**config.mk**
```make
export PLATFORM = sky130hd
export DESIGN_NAME = ppfs_top
export DESIGN_NICKNAME = d
export VERILOG_FILES = /design/src/ppfs_pkg.sv /design/src/ppfs_sync2.sv /design/src/ppfs_strobe_gen.sv /design/src/ppfs_top.sv
export SDC_FILE = /design/constraint.sdc
export NUM_CORES = 2
export LEC_CHECK = 0
export BUFFER_PORTS_ARGS = -buffer_cell sky130_fd_sc_hd__buf_2
export CORE_ASPECT_RATIO = 0.6
export CORE_MARGIN = 3
export CORE_UTILIZATION = 30
export DETAILED_ROUTE_END_ITERATION = 8
export SLEW_MARGIN = 40
export SYNTH_ARGS = -nofsm -noshare
export SYNTH_HDL_FRONTEND = slang
export SYNTH_SLANG_ARGS = --single-unit
```
**constraint.sdc**
```tcl
create_clock -name CLK -period 5.69 [get_ports CLK]
set_clock_uncertainty 0.1 [all_clocks]
set_input_delay 0.2845 -clock CLK [delete_from_list [all_inputs] [get_ports CLK]]
set_output_delay 0.2845 -clock CLK [all_outputs]
set_load 0.01 [all_outputs]
```
**src/ppfs_pkg.sv**
```systemverilog
// constants shared by the parallel port fifo and strobe generator
package ppfs_pkg;
  localparam int PPFS_DEPTH = 8;
  localparam int PPFS_DW = 16;
  localparam int PPFS_LINES = 8;
  // register byte offsets
  localparam logic [7:0] OFS_CFG_ONE = 8'h00;
  localparam logic [7:0] OFS_CFG_TWO = 8'h04;
  localparam logic [7:0] OFS_STATUS = 8'h08;
  localparam logic [7:0] OFS_DATA = 8'h0c;
  localparam logic [7:0] OFS_COUNT = 8'h10;
  localparam logic [7:0] OFS_ECC = 8'h14;
  // parallel_config_one fields
  localparam int C1_EDGE_LSB = 0;
  localparam int C1_POL = 3;
  localparam int C1_DIV_LSB = 4;
  localparam int C1_DIR_IN = 7;
  localparam int C1_SMP_EDGE = 8;
  localparam int C1_RS_EN = 9;
  localparam int C1_START = 15;
  localparam int C1_W = 10;
  // parallel_config_two fields
  localparam int C2_IDLE = 0;
  localparam int C2_SWAP = 1;
  localparam int C2_EN_LSB = 4;
  localparam int C2_FRST = 13;
  localparam int C2_W = 12;
  // parallel_status_reg fields
  localparam int ST_FULL = 0;
  localparam int ST_EMPTY = 1;
  localparam int ST_EOT = 2;
  localparam int ST_LASTW = 3;
  localparam int ST_RUN = 4;
  // reset values
  localparam logic [C1_W-1:0] CFG_ONE_RST = 10'h000;
  localparam logic [C2_W-1:0] CFG_TWO_RST = 12'h000;
  localparam logic [15:0] COUNT_RST = 16'h0000;
endpackage : ppfs_pkg

```
**src/ppfs_sync2.sv**
```systemverilog
// two-flop synchroniser for pin inputs
`timescale 1ns/1ps
module ppfs_sync2 #(
  parameter int W = 16
) (
  input wire logic clk,
  input wire logic rst_n,
  input wire logic [W-1:0] d,
  output logic [W-1:0] q
);
  typedef struct packed {
    logic [W-1:0] s1;
    logic [W-1:0] s2;
  } ppfs_sync_t;
  ppfs_sync_t s_q;
  ppfs_sync_t s_d;

  always_comb begin
    s_d.s1 = d;
    s_d.s2 = s_q.s1;
    if (!rst_n) begin
      s_d = '0;
    end
  end

  always_ff @(posedge clk) begin
    s_q <= s_d;
  end

  assign q = s_q.s2;
endmodule : ppfs_sync2

```
**src/ppfs_strobe_gen.sv**
```systemverilog
// strobe cycle counter and control line shaper
`timescale 1ns/1ps
module ppfs_strobe_gen (
  input wire logic clk,
  input wire logic rst_n,
  input wire logic go,
  input wire logic [2:0] div,
  input wire logic [2:0] edge_pos,
  input wire logic pol,
  input wire logic idle_lvl,
  output logic line,
  output logic busy,
  output logic cyc_start,
  output logic cyc_end,
  output logic edge_hit,
  output logic edge_ok
);
  typedef struct packed {
    logic [2:0] cnt;
    logic busy;
    logic line;
  } ppfs_gen_t;
  ppfs_gen_t s_q;
  ppfs_gen_t s_d;

  always_comb begin
    edge_ok = (edge_pos != 3'h0) && (edge_pos <= div);
    cyc_end = s_q.busy && (s_q.cnt == div);
    cyc_start = go && (!s_q.busy || cyc_end);
    edge_hit = s_q.busy && edge_ok && (s_q.cnt == edge_pos);
    s_d = s_q;
    if (cyc_start) begin
      s_d.cnt = 3'h0;
      s_d.busy = 1'b1;
    end else if (cyc_end) begin
      s_d.cnt = 3'h0;
      s_d.busy = 1'b0;
    end else if (s_q.busy) begin
      s_d.cnt = s_q.cnt + 3'h1;
    end
    if (!s_d.busy) begin
      s_d.line = idle_lvl;
    end else if (edge_ok && (s_d.cnt >= edge_pos)) begin
      s_d.line = pol;
    end else begin
      s_d.line = ~pol;
    end
    if (!rst_n) begin
      s_d = '0;
    end
  end

  always_ff @(posedge clk) begin
    s_q <= s_d;
  end

  assign line = s_q.line;
  assign busy = s_q.busy;
endmodule : ppfs_strobe_gen

```
**src/ppfs_top.sv**
```systemverilog
// parallel port fifo, double buffer and strobe control with apb registers
//
// What this block does
// - input mode: empty fifo takes a full communication buffer and goes full
// - input mode: each data read pops oldest word; eighth read empties fifo
// - fifo exchanges with the two communication buffers in round robin
// - swap bit reverses word bytes on input reads and output writes
// - input mode data read stalls the bus until the fifo is full
// - partial last block marks fifo full; writing fifo reset empties it
// - last received word is kept and fed to the ecc and rs units
// - output mode: each data write stores next word; eighth write fills
// - output mode: full fifo copies into free buffer, then reads empty
// - last word loaded flag sets when the final expected word is written
// - output mode writes to a full fifo are dropped
// - partial output block is copied on last word; later writes dropped
// - output data is driven at cycle start and held for the whole strobe cycle
// - ecc and rs units see exactly the words driven on the pins
// - one strobe feeds eight lines, each with its own output enable
// - one strobe pulse for every word sent or received
// - enabled lines sit at idle level whenever no transfer runs
// - strobe period is divider plus one base clock periods
// - strobe edge sits edge position periods in; invalid means no edge
// - polarity zero starts high and falls, one starts low and rises
// - input data sampled at cycle end or on the strobe edge
//
// The placing of the registers and the APB register port were chosen for this implementation.
`timescale 1ns/1ps
module ppfs_top
  import ppfs_pkg::*;
(
  input wire logic CLK,
  input wire logic RST_N,
  input wire logic PSEL,
  input wire logic PENABLE,
  input wire logic PWRITE,
  input wire logic [7:0] PADDR,
  input wire logic [31:0] PWDATA,
  output logic [31:0] PRDATA,
  output logic PREADY,
  output logic PSLVERR,
  input wire logic [PPFS_DW-1:0] DATA_IN,
  output logic [PPFS_DW-1:0] DATA_OUT,
  output logic DATA_OE_N,
  output logic [PPFS_LINES-1:0] CTRL_OUT,
  output logic [PPFS_LINES-1:0] CTRL_OE_N,
  output logic [PPFS_DW-1:0] ECC_DATA,
  output logic ECC_VALID,
  output logic RS_VALID
);
  typedef struct packed {
    logic [C1_W-1:0] cfg1;
    logic [C2_W-1:0] cfg2;
    logic [15:0] xcount;
    logic [PPFS_DEPTH-1:0][PPFS_DW-1:0] fifo;
    logic [3:0] fcnt;
    logic [2:0] frd;
    logic full;
    logic [1:0][PPFS_DEPTH-1:0][PPFS_DW-1:0] bufs;
    logic [1:0][3:0] bcnt;
    logic [1:0] bval;
    logic xsel;
    logic lsel;
    logic [2:0] lidx;
    logic running;
    logic eot;
    logic lastw;
    logic [15:0] wr_left;
    logic [15:0] iss_left;
    logic [15:0] smp_left;
    logic [PPFS_DW-1:0] dout;
    logic doe_n;
    logic [PPFS_LINES-1:0] coe_n;
    logic [PPFS_DW-1:0] ecc;
    logic eccv;
    logic rsv;
    logic [31:0] prdata;
    logic pready;
    logic pslverr;
  } ppfs_state_t;

  ppfs_state_t q;
  ppfs_state_t d;

  logic [PPFS_DW-1:0] din_s;
  logic gen_line;
  logic gen_busy;
  logic cyc_start;
  logic cyc_end;
  logic edge_hit;
  logic edge_ok;
  logic go;
  logic smp;
  logic dir_in;
  logic swap;
  logic access;
  logic stall;
  logic [PPFS_DW-1:0] wword;
  logic [PPFS_DW-1:0] rword;
  logic take;
  logic frst_hit;
  logic start_hit;
  logic in_room;
  logic out_ready;
  logic link_done;

  ppfs_sync2 #(
    .W(PPFS_DW)
  ) u_sync (
    .clk(CLK),
    .rst_n(RST_N),
    .d(DATA_IN),
    .q(din_s)
  );

  ppfs_strobe_gen u_gen (
    .clk(CLK),
    .rst_n(RST_N),
    .go(go),
    .div(q.cfg1[C1_DIV_LSB +: 3]),
    .edge_pos(q.cfg1[C1_EDGE_LSB +: 3]),
    .pol(q.cfg1[C1_POL]),
    .idle_lvl(q.cfg2[C2_IDLE]),
    .line(gen_line),
    .busy(gen_busy),
    .cyc_start(cyc_start),
    .cyc_end(cyc_end),
    .edge_hit(edge_hit),
    .edge_ok(edge_ok)
  );

  always_comb begin
    dir_in = q.cfg1[C1_DIR_IN];
    swap = q.cfg2[C2_SWAP];
    // sample point for incoming words
    if (q.cfg1[C1_SMP_EDGE] && edge_ok) begin
      smp = dir_in && edge_hit;
    end else begin
      smp = dir_in && cyc_end;
    end
    // permission for the next strobe cycle; an unavailable buffer holds the line at idle
    in_room = !q.bval[q.lsel] && !(smp && (q.lidx == 3'h7));
    out_ready = q.bval[q.lsel];
    if (dir_in) begin
      go = q.running && (q.iss_left != 16'h0) && in_room;
    end else begin
      go = q.running && (q.iss_left != 16'h0) && out_ready;
    end
    access = PSEL && PENABLE && !q.pready;
    stall = dir_in && !q.full && !PWRITE && (PADDR == OFS_DATA);
    take = access && !stall;
    frst_hit = take && PWRITE && (PADDR == OFS_CFG_TWO) && PWDATA[C2_FRST];
    start_hit = take && PWRITE && (PADDR == OFS_CFG_ONE) && PWDATA[C1_START];
    link_done = q.running && (q.iss_left == 16'h0) && !gen_busy && (!dir_in || (q.smp_left == 16'h0));
    wword = swap ? {PWDATA[7:0], PWDATA[15:8]} : PWDATA[15:0];
    rword = swap ? {q.fifo[q.frd][7:0], q.fifo[q.frd][15:8]} : q.fifo[q.frd];

    d = q;
    d.pready = 1'b0;
    d.pslverr = 1'b0;
    d.eccv = 1'b0;
    d.rsv = 1'b0;

    // apb slave
    if (take) begin
      d.pready = 1'b1;
      d.prdata = 32'h0;
      if (PADDR[1:0] != 2'h0) begin
        d.pslverr = 1'b1;
      end else if (PWRITE) begin
        case (PADDR)
          OFS_CFG_ONE: d.cfg1 = PWDATA[C1_W-1:0];
          OFS_CFG_TWO: begin
            d.cfg2 = PWDATA[C2_W-1:0];
            d.coe_n = ~PWDATA[C2_EN_LSB +: PPFS_LINES];
          end
          OFS_COUNT: d.xcount = PWDATA[15:0];
          OFS_DATA: begin
            if (!dir_in && !q.full && !q.lastw) begin
              d.fifo[q.fcnt[2:0]] = wword;
              d.fcnt = q.fcnt + 4'h1;
              if (q.fcnt == 4'h7) begin
                d.full = 1'b1;
              end
              if (q.wr_left != 16'h0) begin
                d.wr_left = q.wr_left - 16'h1;
              end
              if (q.wr_left == 16'h1) begin
                d.lastw = 1'b1;
              end
            end
          end
          OFS_STATUS: ;
          OFS_ECC: ;
          default: d.pslverr = 1'b1;
        endcase
      end else begin
        case (PADDR)
          OFS_CFG_ONE: d.prdata[C1_W-1:0] = q.cfg1;
          OFS_CFG_TWO: d.prdata[C2_W-1:0] = q.cfg2;
          OFS_COUNT: d.prdata[15:0] = q.xcount;
          OFS_ECC: d.prdata[15:0] = q.ecc;
          OFS_STATUS: begin
            d.prdata[ST_FULL] = q.full;
            d.prdata[ST_EMPTY] = (q.fcnt == 4'h0) && !q.full;
            d.prdata[ST_EOT] = q.eot;
            d.prdata[ST_LASTW] = q.lastw;
            d.prdata[ST_RUN] = q.running;
          end
          OFS_DATA: begin
            if (dir_in) begin
              d.prdata[15:0] = rword;
              d.frd = q.frd + 3'h1;
              if ({1'b0, q.frd} + 4'h1 == q.fcnt) begin
                d.full = 1'b0;
                d.fcnt = 4'h0;
                d.frd = 3'h0;
              end
            end
          end
          default: d.pslverr = 1'b1;
        endcase
      end
    end

    // status reset first, so a buffer copy in the same cycle wins
    if (frst_hit) begin
      d.fcnt = 4'h0;
      d.frd = 3'h0;
      d.full = 1'b0;
    end

    // fifo and buffer exchange
    if (dir_in) begin
      // input mode: copy a filled buffer into an empty fifo
      if ((q.fcnt == 4'h0) && !q.full && q.bval[q.xsel]) begin
        d.fifo = q.bufs[q.xsel];
        d.fcnt = q.bcnt[q.xsel];
        d.frd = 3'h0;
        d.full = 1'b1;
        d.bval[q.xsel] = 1'b0;
        d.xsel = ~q.xsel;
      end
    end else begin
      // output mode: hand a full or final fifo to a free buffer
      if ((q.full || (q.lastw && (q.fcnt != 4'h0))) && !q.bval[q.xsel]) begin
        d.bufs[q.xsel] = q.fifo;
        d.bcnt[q.xsel] = q.fcnt;
        d.bval[q.xsel] = 1'b1;
        d.fcnt = 4'h0;
        d.full = 1'b0;
        d.xsel = ~q.xsel;
      end
    end

    // link side
    if (cyc_start) begin
      d.iss_left = q.iss_left - 16'h1;
      if (!dir_in) begin
        d.dout = q.bufs[q.lsel][q.lidx];
        d.doe_n = 1'b0;
        d.ecc = q.bufs[q.lsel][q.lidx];
        d.eccv = 1'b1;
        d.rsv = q.cfg1[C1_RS_EN];
        d.lidx = q.lidx + 3'h1;
        if ({1'b0, q.lidx} + 4'h1 == q.bcnt[q.lsel]) begin
          d.bval[q.lsel] = 1'b0;
          d.lidx = 3'h0;
          d.lsel = ~q.lsel;
        end
      end
    end else if (cyc_end) begin
      d.doe_n = 1'b1;
    end

    // input word capture at the sample point
    if (smp) begin
      d.bufs[q.lsel][q.lidx] = din_s;
      d.ecc = din_s;
      d.eccv = 1'b1;
      d.rsv = q.cfg1[C1_RS_EN];
      d.smp_left = q.smp_left - 16'h1;
      d.lidx = q.lidx + 3'h1;
      if ((q.lidx == 3'h7) || (q.smp_left == 16'h1)) begin
        d.bval[q.lsel] = 1'b1;
        d.bcnt[q.lsel] = {1'b0, q.lidx} + 4'h1;
        d.lidx = 3'h0;
        d.lsel = ~q.lsel;
      end
    end

    // end of transfer
    if (link_done) begin
      d.running = 1'b0;
      d.eot = 1'b1;
    end

    // start pulse
    if (start_hit) begin
      d.running = 1'b1;
      d.eot = 1'b0;
      d.lastw = 1'b0;
      d.fcnt = 4'h0;
      d.frd = 3'h0;
      d.full = 1'b0;
      d.bval = 2'h0;
      d.xsel = 1'b0;
      d.lsel = 1'b0;
      d.lidx = 3'h0;
      d.doe_n = 1'b1;
      d.wr_left = q.xcount;
      d.iss_left = q.xcount;
      d.smp_left = PWDATA[C1_DIR_IN] ? q.xcount : 16'h0;
    end

    if (!RST_N) begin
      d = '0;
      d.cfg1 = CFG_ONE_RST;
      d.cfg2 = CFG_TWO_RST;
      d.xcount = COUNT_RST;
      d.doe_n = 1'b1;
      d.coe_n = '1;
    end
  end

  always_ff @(posedge CLK) begin
    q <= d;
  end

  assign PRDATA = q.prdata;
  assign PREADY = q.pready;
  assign PSLVERR = q.pslverr;
  assign DATA_OUT = q.dout;
  assign DATA_OE_N = q.doe_n;
  assign CTRL_OUT = {PPFS_LINES{gen_line}};
  assign CTRL_OE_N = q.coe_n;
  assign ECC_DATA = q.ecc;
  assign ECC_VALID = q.eccv;
  assign RS_VALID = q.rsv;
endmodule : ppfs_top

```
==> flow_results.xml <==
<?xml version="1.0" encoding="UTF-8"?>
<metrics>
  <group name="sta">
    <metric name="hold_violations" unit="">0</metric>
    <metric name="period_share" unit="%">69.1</metric>
    <metric name="period_needed" unit="ns">3.93</metric>
    <metric name="max_clock_freq" unit="MHz">254</metric>
    <metric name="worst_pin_slew" unit="ns">0.969</metric>
    <metric name="finalSetupViolCount" unit="">0</metric>
    <metric name="holdWs" unit="ns">0.128</metric>
    <metric name="grt_setup_unrepaired" unit="">false</metric>
    <metric name="max_slew_margin" unit="%">35.4</metric>
    <metric name="fin_tns_setup" unit="ns">0</metric>
    <metric name="slew_violations" unit="">0</metric>
  </group>
  <group name="global_routing">
    <metric name="globalRouteTotalUtil" unit="%">21.3</metric>
    <metric name="grt_max_degree" unit="">198</metric>
    <metric name="grt-ovfl-total" unit="">0</metric>
    <metric name="grt_pass1_vias" unit="">25200</metric>
    <metric name="grt_pass1_wl" unit="mm">178</metric>
    <metric name="grt_antenna_before_repair" unit="">10</metric>
  </group>
  <group name="floorplan">
    <metric name="rows" unit="">91</metric>
    <metric name="ioPinCount" unit="">146</metric>
    <metric name="floorplan.die.width" unit="µm">425</metric>
    <metric name="fp.dieArea" unit="µm²">110000</metric>
    <metric name="die_height" unit="µm">258</metric>
    <metric name="floorplan.initialDensity" unit="%">30.5</metric>
    <metric name="core_region_area" unit="µm²">104000</metric>
  </group>
  <group name="finish">
    <metric name="area.growth.synth_to_final" unit="%">11.1</metric>
    <metric name="fin_area" unit="µm²">35200</metric>
    <metric name="fraction_of_layout_instances_using_a_drive_strength_above_1" unit="%">17.2</metric>
    <metric name="finalNetCount" unit="">3385</metric>
  </group>
  <group name="pwr">
    <metric name="vdd_drop_max" unit="mV">0.262</metric>
    <metric name="netSwitchingFraction" unit="%">23.8</metric>
    <metric name="power_frac_comb" unit="%">3.0</metric>
    <metric name="power" unit="mW">8.27</metric>
    <metric name="seqPwrFrac" unit="%">50.8</metric>
    <metric name="power_per_cell_area" unit="nW/µm²">235</metric>
    <metric name="share_clk_of_total_power" unit="%">46.2</metric>
    <metric name="sw_pwr" unit="mW">1.97</metric>
    <metric name="leakage_power_of_the_design" unit="nW">11.9</metric>
    <metric name="cell_internal_pwr" unit="mW">6.30</metric>
  </group>
  <group name="yosys">
    <metric name="number_of_enable_type_register_cells_in_the_synthesized_netlist" unit="">0</metric>
    <metric name="synth.top_cells.by_area" unit="">dfxtp_1, mux2i_1, mux4_2</metric>
    <metric name="synth-seq-area-share" unit="%">37.6</metric>
    <metric name="synth_cells" unit="">3437</metric>
    <metric name="yosys_warnings" unit="">0</metric>
    <metric name="yosys.cell_types.count" unit="">74</metric>
    <metric name="syn-mean-instance-area" unit="µm²">9.21</metric>
    <metric name="synth_top_cell_by_area" unit="">dfxtp_1</metric>
    <metric name="synth_seq_cells" unit="">594</metric>
    <metric name="synthArstFlopShare" unit="%">0</metric>
    <metric name="synth_top_flop_cell" unit="">dfxtp_1</metric>
    <metric name="synthesis.area" unit="µm²">31600</metric>
    <metric name="synth_top_area_share" unit="%">37.6</metric>
  </group>
  <group name="flow_run">
    <metric name="timing.max_cap.violations" unit="">0</metric>
  </group>
  <group name="placed_design">
    <metric name="io_buffers" unit="">113</metric>
    <metric name="routabilityCongestion" unit="">0.971</metric>
    <metric name="postPlaceCellArea" unit="µm²">32900</metric>
    <metric name="hpwl" unit="mm">78.2</metric>
  </group>
  <group name="setup_path">
    <metric name="critPathLaunchType" unit="">input pin</metric>
    <metric name="worstSetupPathType" unit="">input pin to register</metric>
    <metric name="critical_path.endpoint_type" unit="">register</metric>
    <metric name="critical_path_peak_fanout" unit="">28</metric>
    <metric name="worstPathRequired" unit="ns">6.09</metric>
    <metric name="arrival" unit="ns">4.34</metric>
  </group>
  <group name="routing">
    <metric name="drc" unit="">0</metric>
    <metric name="first_iter_violations" unit="">3789</metric>
    <metric name="drt-vias-per-instance" unit="">5.88</metric>
    <metric name="routed_wl" unit="mm">122</metric>
    <metric name="routed-via-count" unit="">27900</metric>
    <metric name="detail_route.wl_per_cell" unit="µm">25.7</metric>
    <metric name="drtPass1Iterations" unit="">5</metric>
    <metric name="postRouteAntennaNets" unit="">0</metric>
  </group>
  <group name="clock_tree">
    <metric name="cts_post_setup_buffers_inserted" unit="">0</metric>
    <metric name="numCtsBuffers" unit="">53</metric>
    <metric name="htree_num_levels" unit="">2</metric>
    <metric name="clock_sinks" unit="">594</metric>
    <metric name="clk-insertion-delay-late" unit="ns">0.63</metric>
    <metric name="clk_transition_reported_paths" unit="ns">0.07</metric>
    <metric name="longest_clk_path_bufs" unit="">3</metric>
    <metric name="cts_root_buffer" unit="">clkbuf_16</metric>
    <metric name="clock_tree_from_tritoncts" unit="">yes</metric>
  </group>
  <group name="run_status">
    <metric name="run_status" unit="">completed</metric>
  </group>
  <group name="hold_path">
    <metric name="hp-class" unit="">input pin to register</metric>
  </group>
</metrics>
[power groups by stage]
stage / Combinational (mW) / Clock [mW] / Sequential (mW)
2_1_floorplan: 0.146 / 0 / 4.26
3_3_place_gp: 0.210 / 0 / 4.29
3_5_place_dp: 0.214 / 0 / 4.29
4_1_cts: 0.233 / 3.85 / 4.20
5_1_grt: 0.257 / 4.02 / 4.20
6_report: 0.248 / 3.82 / 4.20
[cells in the final DEF, fill, tap and decap left out, drive strengths merged, types with 91 or more instances in the layout]
cell,count
dfxtp,594
a211oi,269
buf,184
a21oi,123
mux2,158
o21ai,91
nand4,141
mux2i,312
nand2,170
nand3,158
o211ai,115
nor2,379
mux4,98
[sequential cells by signal (all words and copies together) (netlist names), 3 cells and up]
register	cells
u_sync.s_q	16
u_sync.q	16
q	495
u_gen.s_q	3
ECC_DATA	16
CTRL_OE_N	8
PRDATA	16
DATA_OUT	16
[synthesized netlist by cell type, drive strengths merged, types with 3 or more instances]
| cell type | instances |
|---|---|
| buf | 147 |
| nor4 | 12 |
| nand4 | 141 |
| nor4b | 4 |
| nand4b | 3 |
| o22ai | 23 |
| a211oi | 269 |
| nand2b | 6 |
| and2 | 44 |
| o21a | 4 |
| mux4 | 98 |
| nor3 | 31 |
| nand3b | 3 |
| or4b | 3 |
| o311ai | 3 |
| clkbuf | 274 |
| o21ai | 91 |
| or3 | 11 |
| nand2 | 170 |
| or2 | 3 |
| a22o | 7 |
| nand3 | 158 |
| a221oi | 14 |
| a22oi | 41 |
| inv | 27 |
| mux2i | 312 |
| a21oi | 123 |
| ha | 17 |
| and3b | 3 |
| or4 | 5 |
| a31oi | 8 |
| dfxtp | 594 |
| xor2 | 34 |
| xnor2 | 12 |
| o31ai | 5 |
| nor2 | 379 |
| mux2 | 158 |
| o211ai | 115 |
| and3 | 10 |
| o211a | 19 |
| o221ai | 8 |
| nor3b | 3 |
| nor2b | 23 |
[path summary, 6_finish.rpt]
| path | depth (start not counted) | start | to | slack [ns] |
|---|---|---|---|---|
| min reg2reg | 1 | u_sync.s_q[26] | u_sync.q[10] | 0.33 |
| max reg2reg | 13 | q[95] | u_gen.line | 1.88 |
| min | 3 | PWRITE | PREADY | 0.13 |
| max | 9 | PADDR[5] | q[406] | 1.76 |
[critical path, cell delays in order]
cell and delay [ns]:
dlygate4sd3_1 0.53, buf_2 0.14, or4_4 0.59, or3_1 0.70
or4b_4 0.87, nand2_2 0.63, or3_1 0.29, or2b_2 0.18
o32ai_1 0.09
[cell families (layout without fill, tap and decap cells)]
logic type / after synthesis / count (layout) / share of synthesized area (%)
flip-flops: 594 / 594 / 37.6
AND/OR/NAND/NOR: 1016 / 1016 / 15.3
other: 1 / 27 / 0.0119
buffers and inverters: 448 / 343 / 6.41
adder cells (fa/ha/maj): 17 / 17 / 0.672
XOR/XNOR: 46 / 46 / 1.27
multiplexers: 568 / 568 / 22.5
AO/OA/AOI/OAI: 747 / 747 / 16.3
[cell type report]
type / count / area (µm²)
diodes: 11 / 27.5
repair buffers: 221 / 1660
flip-flops and latches: 594 / 11900
inverters: 27 / 109
clock inverters: 10 / 78.8
clock buffers: 85 / 1690
fillers: 10600 / 68500
well taps: 1395 / 1750
multi-input cells: 2410 / 17900
[stage by stage]
step	utilization, %	setup WS, ns	instances
6_report	33.9	1.76	4753
4_1_cts	33.8	1.76	4740
3_5_place_dp	31.8	1.78	4609
2_1_floorplan	-	2.64	3452
3_3_place_gp	31.6	1.83	4605
5_1_grt	33.9	1.69	4742
[metal layers]
| layer | routed length [µm] | global-route usage [%] | vias to the layer above |
|---|---|---|---|
| met5 | 79 | 0 | - |
| met4 | 2380 | 4.16 | 9 |
| met3 | 18000 | 9.21 | 180 |
| met2 | 45600 | 26.8 | 1626 |
| met1 | 56100 | 32.7 | 13700 |
| li1 | - | - | 12400 |
[repair_timing]
| action | CTS | global route |
|---|---|---|
| hold buffers | 36 | 0 |
| gates resized for setup | 0 | 0 |
| hold endpoints to repair | 70 | 0 |
No activity file was read; power rests on OpenSTA's default activity.
